`src/core/cfg_msg_pkg.sv`:
```
// Purpose: constants for the configuration-register message target
// Assumes: tokens are 8 bits with a separate control flag
// Notes:   shared by the target module and the bench
//
// Behaviour
// - low reply byte all ones suppresses response
// - multi-byte fields travel most significant first
// - tile destination is tile id plus c20c
// - node destination is node id plus c30c
// - peripheral destination is node, peripheral, 02
// - write is 192, retid, reg16, data32, 1
// - read is 193, retid, reg16, 1
// - write answer 3,1 success or 4,1
// - read answer 3, data32, 1 or 4,1
// - peripheral read is 37, retid, reg8, size8, 1
// - peripheral answer 3, bytes, 1 or 4,1
package cfg_msg_pkg;

    // header, trailer and answer control tokens
    localparam logic [7:0] TOK_WRITE     = 8'hc0;
    localparam logic [7:0] TOK_READ      = 8'hc1;
    localparam logic [7:0] TOK_PREAD     = 8'h25;
    localparam logic [7:0] TOK_END       = 8'h01;
    localparam logic [7:0] TOK_ACK       = 8'h03;
    localparam logic [7:0] TOK_NAK       = 8'h04;

    // reply suppression pattern in the low return byte
    localparam logic [7:0] SUPPRESS_BYTE = 8'hff;

    // destination low-order patterns
    localparam logic [15:0] DEST_TILE_LO = 16'hc20c;
    localparam logic [15:0] DEST_NODE_LO = 16'hc30c;
    localparam logic [7:0]  DEST_PER_LO  = 8'h02;

    // processor-status resource identifier form
    localparam int          PS_SHIFT     = 8;
    localparam logic [31:0] PS_RES_TYPE  = 32'h0000000b;

    // field lengths in bytes, minus one, for the byte counter, and the full word length in bytes for the data count
    localparam logic [1:0] RET_LAST      = 2'h2;
    localparam logic [1:0] REG16_LAST    = 2'h1;
    localparam logic [1:0] DATA_LAST     = 2'h3;
    localparam logic [7:0] WORD_BYTES    = 8'h04;

    // values after reset
    localparam logic [23:0] RET_RESET    = 24'h000000;
    localparam logic [31:0] WORD_RESET   = 32'h00000000;

    // target register bank
    typedef enum logic [1:0] {
        SP_NONE,
        SP_TILE,
        SP_NODE,
        SP_PERIPH
    } space_t;

endpackage

```
`src/core/cfg_msg_target.sv`:
```
// Purpose: decodes token-framed register messages and sends the answers
// Assumes: token streams and register port run on CLK, no synchronisers
// Notes:   one request in flight; answers are routed by TX_DEST
`timescale 1ns/1ps
`default_nettype none

module cfg_msg_target (
    input  wire logic        CLK,
    input  wire logic        SYS_RST,
    input  wire logic [15:0] TILE_ID,
    input  wire logic [15:0] NODE_ID,
    input  wire logic [31:0] RX_DEST,
    input  wire logic        RX_VALID,
    input  wire logic        RX_CTRL,
    input  wire logic [7:0]  RX_DATA,
    output logic             RX_READY,
    output logic             TX_VALID,
    output logic             TX_CTRL,
    output logic [7:0]       TX_DATA,
    output logic [23:0]      TX_DEST,
    input  wire logic        TX_READY,
    output logic             REG_REQ,
    output logic             REG_WE,
    output logic [1:0]       REG_SPACE,
    output logic [7:0]       REG_PERIPH,
    output logic [15:0]      REG_ADDR,
    output logic [31:0]      REG_WDATA,
    input  wire logic        REG_ACK,
    input  wire logic        REG_ERR,
    input  wire logic [31:0] REG_RDATA
);

    ////////////////////////////////////////////////////////////////////////
    // state
    typedef enum logic [3:0] {
        ST_IDLE, ST_RET, ST_REG, ST_SIZE, ST_DATA, ST_END,
        ST_DRAIN, ST_ACCESS, ST_HDR, ST_DAT, ST_TAIL
    } state_t;

    state_t                  state_q, state_d;     // main sequencer
    cfg_msg_pkg::space_t     space_q, space_d;     // addressed bank
    logic [7:0]              hdr_q, hdr_d;         // header token
    logic [7:0]              per_q, per_d;         // peripheral id
    logic [23:0]             ret_q, ret_d;         // return identifier
    logic [15:0]             reg_q, reg_d;         // register number
    logic [7:0]              size_q, size_d;       // peripheral byte count
    logic [31:0]             word_q, word_d;       // write or read word
    logic [1:0]              cnt_q, cnt_d;         // byte within field
    logic [7:0]              rem_q, rem_d;         // data bytes left
    logic                    ok_q, ok_d;           // request still good
    logic                    mid_q, mid_d;         // peripheral data flowing
    logic                    txc_q, txc_d;         // outgoing control flag
    logic [7:0]              txb_q, txb_d;         // outgoing byte

    logic                    take;                 // incoming token taken
    logic                    sent;                 // outgoing token taken
    logic                    is_end;               // trailer token seen
    cfg_msg_pkg::space_t     dec_space;            // bank from destination

    ////////////////////////////////////////////////////////////////////////
    // outputs
    // intake only in parse states, so a request waits out the answer
    // one at a time
    assign RX_READY  = (state_q inside {ST_IDLE, ST_RET, ST_REG, ST_SIZE,
                                        ST_DATA, ST_END, ST_DRAIN});
    assign TX_VALID  = (state_q inside {ST_HDR, ST_DAT, ST_TAIL});
    assign TX_CTRL   = txc_q;
    assign TX_DATA   = txb_q;
    assign TX_DEST   = ret_q;
    assign REG_REQ   = (state_q == ST_ACCESS);
    assign REG_WE    = (hdr_q == cfg_msg_pkg::TOK_WRITE);
    assign REG_SPACE = space_q;
    assign REG_PERIPH = per_q;
    assign REG_ADDR  = reg_q;
    assign REG_WDATA = word_q;

    assign take   = RX_VALID && RX_READY;
    assign sent   = TX_VALID && TX_READY;
    assign is_end = RX_CTRL && (RX_DATA == cfg_msg_pkg::TOK_END);

    ////////////////////////////////////////////////////////////////////////
    // bank decode from the channel-end destination
    always_comb begin
        if (RX_DEST == {TILE_ID, cfg_msg_pkg::DEST_TILE_LO}) begin
            dec_space = cfg_msg_pkg::SP_TILE;
        end else if (RX_DEST == {NODE_ID, cfg_msg_pkg::DEST_NODE_LO}) begin
            dec_space = cfg_msg_pkg::SP_NODE;
        end else if (RX_DEST[31:16] == NODE_ID &&
                     RX_DEST[7:0] == cfg_msg_pkg::DEST_PER_LO) begin
            dec_space = cfg_msg_pkg::SP_PERIPH;
        end else begin
            dec_space = cfg_msg_pkg::SP_NONE;
        end
    end

    ////////////////////////////////////////////////////////////////////////
    // next-state logic
    always_comb begin
        state_d = state_q;
        space_d = space_q;
        hdr_d   = hdr_q;
        per_d   = per_q;
        ret_d   = ret_q;
        reg_d   = reg_q;
        size_d  = size_q;
        word_d  = word_q;
        cnt_d   = cnt_q;
        rem_d   = rem_q;
        ok_d    = ok_q;
        mid_d   = mid_q;
        txc_d   = txc_q;
        txb_d   = txb_q;
        unique case (state_q)
            // wait for a header control token
            ST_IDLE: begin
                if (take && RX_CTRL) begin
                    hdr_d   = RX_DATA;
                    space_d = dec_space;
                    per_d   = RX_DEST[15:8];
                    cnt_d   = '0;
                    mid_d   = 1'b0;
                    unique case (RX_DATA)
                        cfg_msg_pkg::TOK_WRITE,
                        cfg_msg_pkg::TOK_READ:
                            ok_d = (dec_space == cfg_msg_pkg::SP_TILE) ||
                                   (dec_space == cfg_msg_pkg::SP_NODE);
                        cfg_msg_pkg::TOK_PREAD:
                            ok_d = (dec_space == cfg_msg_pkg::SP_PERIPH);
                        default:
                            ok_d = 1'b0;
                    endcase
                    state_d = ST_RET;
                end
            end
            ST_RET: begin
                if (take && RX_CTRL) begin
                    ok_d    = 1'b0;
                    state_d = ST_HDR;
                end else if (take) begin
                    ret_d = {ret_q[15:0], RX_DATA};
                    cnt_d = cnt_q + 2'h1;
                    if (cnt_q == cfg_msg_pkg::RET_LAST) begin
                        cnt_d   = '0;
                        // unknown header or wrong bank: skip the body
                        state_d = ok_q ? ST_REG : ST_DRAIN;
                    end
                end
            end
            ST_REG: begin
                if (take && RX_CTRL) begin
                    ok_d    = 1'b0;
                    state_d = ST_HDR;
                end else if (take) begin
                    reg_d = {reg_q[7:0], RX_DATA};
                    cnt_d = cnt_q + 2'h1;
                    if (space_q == cfg_msg_pkg::SP_PERIPH) begin
                        reg_d   = {8'h00, RX_DATA};
                        state_d = ST_SIZE;
                    end else if (cnt_q == cfg_msg_pkg::REG16_LAST) begin
                        cnt_d   = '0;
                        state_d = (hdr_q == cfg_msg_pkg::TOK_WRITE) ? ST_DATA : ST_END;
                    end
                end
            end
            ST_SIZE: begin
                if (take && RX_CTRL) begin
                    ok_d    = 1'b0;
                    state_d = ST_HDR;
                end else if (take) begin
                    size_d  = RX_DATA;
                    state_d = ST_END;
                end
            end
            ST_DATA: begin
                if (take && RX_CTRL) begin
                    ok_d    = 1'b0;
                    state_d = ST_HDR;
                end else if (take) begin
                    word_d = {word_q[23:0], RX_DATA};
                    cnt_d  = cnt_q + 2'h1;
                    if (cnt_q == cfg_msg_pkg::DATA_LAST) begin
                        state_d = ST_END;
                    end
                end
            end
            ST_END: begin
                if (take && is_end) begin
                    if (space_q == cfg_msg_pkg::SP_PERIPH && size_q == 8'h00) begin
                        state_d = ST_HDR;
                    end else begin
                        state_d = ST_ACCESS;
                    end
                end else if (take && RX_CTRL) begin
                    ok_d    = 1'b0;
                    state_d = ST_HDR;
                end else if (take) begin
                    ok_d    = 1'b0;
                    state_d = ST_DRAIN;
                end
            end
            // discard up to the next control token
            ST_DRAIN: begin
                if (take && RX_CTRL) begin
                    state_d = ST_HDR;
                end
            end
            // one register access, held until acknowledged
            ST_ACCESS: begin
                if (REG_ACK) begin
                    word_d = REG_RDATA;
                    if (mid_q) begin
                        // later peripheral bytes: error reads as zero
                        txb_d   = REG_ERR ? 8'h00 : REG_RDATA[7:0];
                        state_d = ST_DAT;
                    end else begin
                        ok_d    = !REG_ERR;
                        state_d = ST_HDR;
                    end
                end
            end
            ST_HDR: begin
                if (sent) begin
                    if (ok_q && hdr_q == cfg_msg_pkg::TOK_READ) begin
                        txc_d   = 1'b0;
                        txb_d   = word_q[31:24];
                        rem_d   = cfg_msg_pkg::WORD_BYTES;
                        state_d = ST_DAT;
                    end else if (ok_q && hdr_q == cfg_msg_pkg::TOK_PREAD &&
                                 size_q != 8'h00) begin
                        txc_d   = 1'b0;
                        txb_d   = word_q[7:0];
                        rem_d   = size_q;
                        mid_d   = 1'b1;
                        state_d = ST_DAT;
                    end else begin
                        txc_d   = 1'b1;
                        txb_d   = cfg_msg_pkg::TOK_END;
                        state_d = ST_TAIL;
                    end
                end
            end
            // read word msb first, peripheral bytes one register access each
            ST_DAT: begin
                if (sent) begin
                    rem_d  = rem_q - 8'h01;
                    word_d = {word_q[23:0], 8'h00};
                    if (rem_q == 8'h01) begin
                        txc_d   = 1'b1;
                        txb_d   = cfg_msg_pkg::TOK_END;
                        state_d = ST_TAIL;
                    end else if (mid_q) begin
                        reg_d   = reg_q + 16'h0001;
                        state_d = ST_ACCESS;
                    end else begin
                        txb_d = word_q[23:16];
                    end
                end
            end
            // closing token
            ST_TAIL: begin
                if (sent) begin
                    state_d = ST_IDLE;
                end
            end
            default: begin
                state_d = ST_IDLE;
            end
        endcase
        // load the lead answer token whenever the answer begins
        if (state_d == ST_HDR && state_q != ST_HDR) begin
            txc_d = 1'b1;
            txb_d = ok_d ? cfg_msg_pkg::TOK_ACK : cfg_msg_pkg::TOK_NAK;
            if (ret_q[7:0] == cfg_msg_pkg::SUPPRESS_BYTE) begin
                state_d = ST_IDLE;
            end
        end
    end

    ////////////////////////////////////////////////////////////////////////
    // registers
    always_ff @(posedge CLK or posedge SYS_RST) begin
        if (SYS_RST) begin
            state_q <= ST_IDLE;
            space_q <= cfg_msg_pkg::SP_NONE;
            hdr_q   <= 8'h00;
            per_q   <= 8'h00;
            ret_q   <= cfg_msg_pkg::RET_RESET;
            reg_q   <= 16'h0000;
            size_q  <= 8'h00;
            word_q  <= cfg_msg_pkg::WORD_RESET;
            cnt_q   <= 2'h0;
            rem_q   <= 8'h00;
            ok_q    <= 1'b0;
            mid_q   <= 1'b0;
            txc_q   <= 1'b0;
            txb_q   <= 8'h00;
        end else begin
            state_q <= state_d;
            space_q <= space_d;
            hdr_q   <= hdr_d;
            per_q   <= per_d;
            ret_q   <= ret_d;
            reg_q   <= reg_d;
            size_q  <= size_d;
            word_q  <= word_d;
            cnt_q   <= cnt_d;
            rem_q   <= rem_d;
            ok_q    <= ok_d;
            mid_q   <= mid_d;
            txc_q   <= txc_d;
            txb_q   <= txb_d;
        end
    end

endmodule

`default_nettype wire

```
`config.mk`:
```
export PLATFORM = sky130hd
export DESIGN_NAME = cfg_msg_target
export DESIGN_NICKNAME = d
export VERILOG_FILES = /design/src/core/cfg_msg_pkg.sv /design/src/core/cfg_msg_target.sv
export SDC_FILE = /design/constraint.sdc
export NUM_CORES = 1
export LEC_CHECK = 0
export BUFFER_PORTS_ARGS = -buffer_cell sky130_fd_sc_hd__buf_2
export CAP_MARGIN = 10
export CORE_ASPECT_RATIO = 1.4
export CORE_MARGIN = 2
export CORE_UTILIZATION = 57
export CTS_CLUSTER_DIAMETER = 60
export DETAILED_ROUTE_END_ITERATION = 6
export PLACE_DENSITY = 0.87
export SLEW_MARGIN = 20
export SYNTH_ARGS = -nofsm -noshare
export SYNTH_HDL_FRONTEND = slang
export SYNTH_SLANG_ARGS = --single-unit
```
`constraint.sdc`:
```
create_clock -name CLK -period 11.4 [get_ports CLK]
set_clock_uncertainty 0.05 [all_clocks]
set_input_delay 1.14 -clock CLK [delete_from_list [all_inputs] [get_ports CLK]]
set_output_delay 1.14 -clock CLK [all_outputs]
set_load 0.1 [all_outputs]
```
# After elaboration in Yosys (flattened, before gate mapping)

Cells that the tools add are included.

Output and inout port bits: 95
Input bits: 111
Logic and storage cells: 204
Bits in registers: 123

Bitwise gates (word level): 1
Muxes and demuxes: 96
Add/subtract/negate cells: 3
Reduce and logical (&&, ||, !) cells: 37
Equality and inequality tests: 53

Operator list:

| kind                                                                    | count |
|---|---|
| 32-bit 2-to-1 mux                                                       | 4 |
| 8-bit 2-to-1 mux                                                        | 14 |
| 4-bit 2-to-1 mux                                                        | 26 |
| 16-bit 2-to-1 mux                                                       | 6 |
| 32-bit case mux with 3 select lines                                     | 1 |
| 32-bit == test                                                          | 2 |
| 4-bit case mux with 11 select lines                                     | 1 |
| 8-bit == test, second input constant                                    | 5 |
| 16-bit case mux with 2 select lines                                     | 1 |
| 2-bit 2-to-1 mux                                                        | 15 |
| 8-bit case mux with 3 select lines                                      | 1 |
| 2-bit inequality test, second input constant                            | 11 |
| 1-bit 2-to-1 mux                                                        | 19 |
| 16-bit by 1-bit adder with 16-bit output, second input constant         | 1 |
| 16-bit == test                                                          | 1 |
| 4-bit by 3-bit == test with 1-bit output, second input constant         | 4 |
| 4-bit == test, second input constant                                    | 4 |
| 8-bit by 1-bit == test with 1-bit output, second input constant         | 2 |
| 8-bit by 6-bit == test with 1-bit output, second input constant         | 2 |
| 8-bit case mux with 2 select lines                                      | 1 |
| 3-bit by 1-bit inequality test with 1-bit output, second input constant | 4 |
| 6-bit AND reduction                                                     | 2 |
| 1-bit logical AND                                                       | 11 |
| 2-bit == test, second input constant                                    | 5 |
| other kinds (31)                                                        | 47 |

# Depth between registers and ports, before layout

Word-level depth: 12
Mapped depth: 12
Mapped depth without buffers: 12

# Worst setup path after synthesis

Ideal clock, no wire load.

Path type: register to output
Start: register state_q[0]
End: output port RX_READY
Path buffers: 3
Slack: 7684 ps
Arrival time: 2526 ps
Stages on the path, launching flop included: 5
Data required time: 10210 ps
Cells stage by stage: dfrtp_1 buf_4 buf_4 clkbuf_1 a31oi_1

Word-level cells in the longest chain between the ends: 2
Elaborated cells on any way between the ends: 8
Those cells by class: 6 x eq/ne; 2 x reduce/logical

RTL lines:

| what                                                                   | RTL line              | RTL |
|---|---|---|
| from (decl)                                                            | cfg_msg_target.sv:40  | `state_t state_q, state_d;` |
| from (signal assigned)                                                 | cfg_msg_target.sv:298 | `state_q <= state_d;` |
| 4-bit by 1-bit == test with 1-bit output, or another cell as far along | cfg_msg_target.sv:64  | `assign RX_READY = (state_q inside {ST_IDLE, ST_RET, ST_REG, ST_SIZE,` |
| 7-bit nonzero test *                                                   | cfg_msg_target.sv:64  |  |
| to (decl)                                                              | cfg_msg_target.sv:16  | `output logic RX_READY,` |

Mark *: on every way between the ends. The rest lies on a longest branch, timed or not.

# Worst setup path after layout

Start: register state_q[2]
End: output port REG_REQ

Word-level cells in the longest chain between the ends: 1

RTL lines:

| what                                     | RTL line             | RTL |
|---|---|---|
| 4-bit by 3-bit == test with 1-bit output | cfg_msg_target.sv:70 | `assign REG_REQ = (state_q == ST_ACCESS);` |
| to (decl)                                | cfg_msg_target.sv:22 | `output logic REG_REQ,` |

Every way passes these cells.

==> flow_summary.ini <==
[sta]
period_minus_slack_ns = 3.58
setup_viol = 0
relSlewSlack_pct = 28.0
max_clock_freq_mhz = 280
hold_violations = 0
grt_setup_unrepaired = false
tns_ns = 0
min_period_over_period_pct = 31.4
worst_pin_slew_ns = 1.08
slew_viol_final = 0

[critical_path]
r2r-end = REG_WDATA[7]$_DFFE_PP0P_
crit_arrival_ns = 2.39
slowest_delay_ns = 0.94
critical_path.max_fanout = 32
start_kind = flip-flop
r2r_slack_ns = 8.01
reg2reg_from = state_q[2]$_DFF_PP0_
slowest_stage = dfrtp_1
worstPathRequired_ns = 10.21
worstSetupPathType = reg2out
cp-end-kind = output port
reg2regPathDepth = 8
crit_chain = nand4b_1 -> buf_4 -> inv_1 -> buf_2

[final_layout]
nets = 1103
syn_to_final_growth_pct = 24.3
drive_above_1_share_pct = 30.4
fillers = 941
design_area_um2 = 8800
diodes = 0

[placed_design]
placed_area_um2 = 8180
dpl.hpwl_um = 14700
io_buffers = 205
place_congestion = 1.01

[logic_synthesis]
async_flop_share_pct = 100
synth_top_flop_cell = dfrtp_1
syn_avg_cell_area_um2 = 8.90
synth_edf_count = 0
synth_cell_type_count = 77
synthCells = 796
yosys_warnings = 0
synth_nets = 916
syn_area_um2 = 7080
synth_seq_cells = 123
yosysSeqAreaShare_pct = 43.5

[hold_path]
hold_path.class = reg2reg
hp-start = REG_PERIPH[5]$_DFFE_PP0P_
min_delay_worst_endpoint = REG_PERIPH[5]$_DFFE_PP0P_
holdPathStages = 2

[drt]
wl_per_cell_um = 18.7
routed_via_density = 6.23
dr.pass1.iters = 5
ant_nets = 0
dr.first_iter.drc_count = 634
vias = 7135
wirelength_um = 21500
drc = 0

[floorplan]
rows = 48
core-area_um2 = 12300
start_util_pct = 57.8
io_pins = 206
die_y_um = 136
die_w_um = 98.2
die_area_um2 = 13300

[global_route]
grt_first_pass_wirelength_um = 34300
grt_overflow_total = 0
grt_max_degree = 67
gr-usage-met3_pct = 6.07
grt_busiest_layer = met2
grt_pass1_vias = 6895
grt_usage_pct = 32.0
antenna_found_initial = 0
grtUsageMet2_pct = 54.7
globalRouteMet1Util_pct = 38.4

[flow_run]
maxCapViolCount = 0

[clocking]
cts_buffer_depth = 2
worstSkewPairLatency_ns = 0.42
cts-resized-gates = 0
htreeDepth = 4
cts_tree = done
root_buffer = clkbuf_16
clkTransAtPathRegs_ns = 0.06
post-cts-setup-buffers = 0
cts_made_buffers = 17
clkSinkCount = 123
ctsHoldBuffers = 0

[run_status]
status = finished, final reports clean
-- kinds of logic after synthesis --
family | Yosys count | share of synthesized area, %
buffers and inverters | 63 | 3.76
adders and majority gates | 9 | 1.59
AOI/OAI and AO/OA | 200 | 18.3
DFF | 123 | 43.5
xor gates and xnor gates | 32 | 3.96
and+or+nand+nor | 334 | 23.4
muxes | 35 | 5.55
-- stage by stage --
step	setup slack, ns	hold slack, ns	utilization [%]	instances
after CTS	7.85	0.426	71.8	1145
final	7.82	0.427	71.8	1146
after global routing	7.75	0.439	71.8	1146
after detailed placement	8.10	0.410	66.8	1113
after floorplan	6.94	0.419	-	796
after global placement	8.15	0.406	66.8	1113
-- Yosys cell counts (2+ instances only) --
cell	instances	area share, %
a31o_1	6	0.74
a31o_2	2	0.25
nor4_4	3	0.90
a21oi_1	56	4.0
nand3b_1	2	0.21
a221oi_1	2	0.25
nor2_1	72	3.8
and3_1	4	0.35
nor4b_1	4	0.49
dfrtp_1	123	43
nor3b_1	4	0.42
buf_4	3	0.32
xnor2_1	31	3.8
o21bai_1	2	0.21
a211oi_1	2	0.21
a221o_1	2	0.28
o221ai_1	3	0.37
nor2b_1	9	0.80
nand3_1	25	1.8
a31oi_1	48	4.2
a32oi_1	5	0.62
or4_4	2	0.32
a222oi_1	5	0.71
nand4b_1	3	0.37
and4_1	2	0.25
ha_1	9	1.6
inv_1	18	0.95
nor3_1	17	1.2
nand2_1	145	7.7
or2_2	3	0.27
clkbuf_1	30	1.6
nand4_1	19	1.7
a211o_1	5	0.62
buf_2	9	0.64
buf_1	2	0.11
a22oi_1	3	0.32
nor4_1	6	0.53
o21a_1	2	0.21
mux2_2	34	5.4
o22ai_1	4	0.35
o21ai_0	33	2.3
o41ai_1	2	0.25
-- final cells by class --
cell class / count / area [µm²] / share of cell area [%]
flip-flops and latches: 123 / 3080 / 35.0
multi-input cells: 610 / 3770 / 42.8
clock buffers: 17 / 425 / 4.83
repair buffers: 213 / 1090 / 12.4
clock inverters: 15 / 185 / 2.10
inverters: 18 / 70.1 / 0.796
well taps: 150 / 188 / 2.13
-- layer usage --
layer | wire, µm | part of all wire (%)
met5 | 0 | 0
met4 | 961 | 4.5
met3 | 2040 | 9.5
met2 | 10700 | 50
met1 | 7790 | 36
-- state kept, by name (all words and copies together), names as in the netlist, 8 cells and up --
signal,flops
REG_ADDR,16
REG_PERIPH,8
REG_WDATA,32
TX_DATA,8
TX_DEST,24
hdr_q,8
rem_q,8
size_q,8
-- worst max-delay path by stage --
| stage | slack, ns | depth (start not counted) | startpoint | endpoint |
|---|---|---|---|---|
| after floorplan | 6.94 | 1 | SYS_RST | REG_ADDR[0]$_DFFE_PP0P_ |
| after global placement | 8.15 | 11 | RX_DEST[27] | TX_DATA[0]$_DFFE_PP0P_ |
| after detailed placement | 8.10 | 11 | RX_DEST[27] | TX_DATA[1]$_DFFE_PP0P_ |
| after CTS | 7.85 | 4 | state_q[2]$_DFF_PP0_ | REG_REQ |
| after global routing | 7.75 | 4 | state_q[2]$_DFF_PP0_ | REG_REQ |
| final | 7.82 | 4 | state_q[2]$_DFF_PP0_ | REG_REQ |
-- placed cells by master, fill, tap and decap left out, types with 6 or more instances in the layout --
master	n
o21ai_0	33
dfrtp_1	123
nor2_1	72
ha_1	9
xnor2_1	31
a31oi_1	48
nor3_1	17
inv_6	6
buf_2	205
nand3_1	25
nor2b_1	9
clkbuf_16	17
a31o_1	6
nand2_1	144
buf_4	7
nand4_1	19
inv_1	17
mux2_2	34
a21oi_1	56
-- worst max-delay path, delay by kind of cell, from the launching register on --
kind	cells	cell delay (ns)
DFF	1	0.94
buffers and inverters	3	0.81
and+or+nand+nor	1	0.18
Power is left out: the tool's default activity adds up to more than one toggle a clock period on the data nets, which glitch-free logic cannot reach.
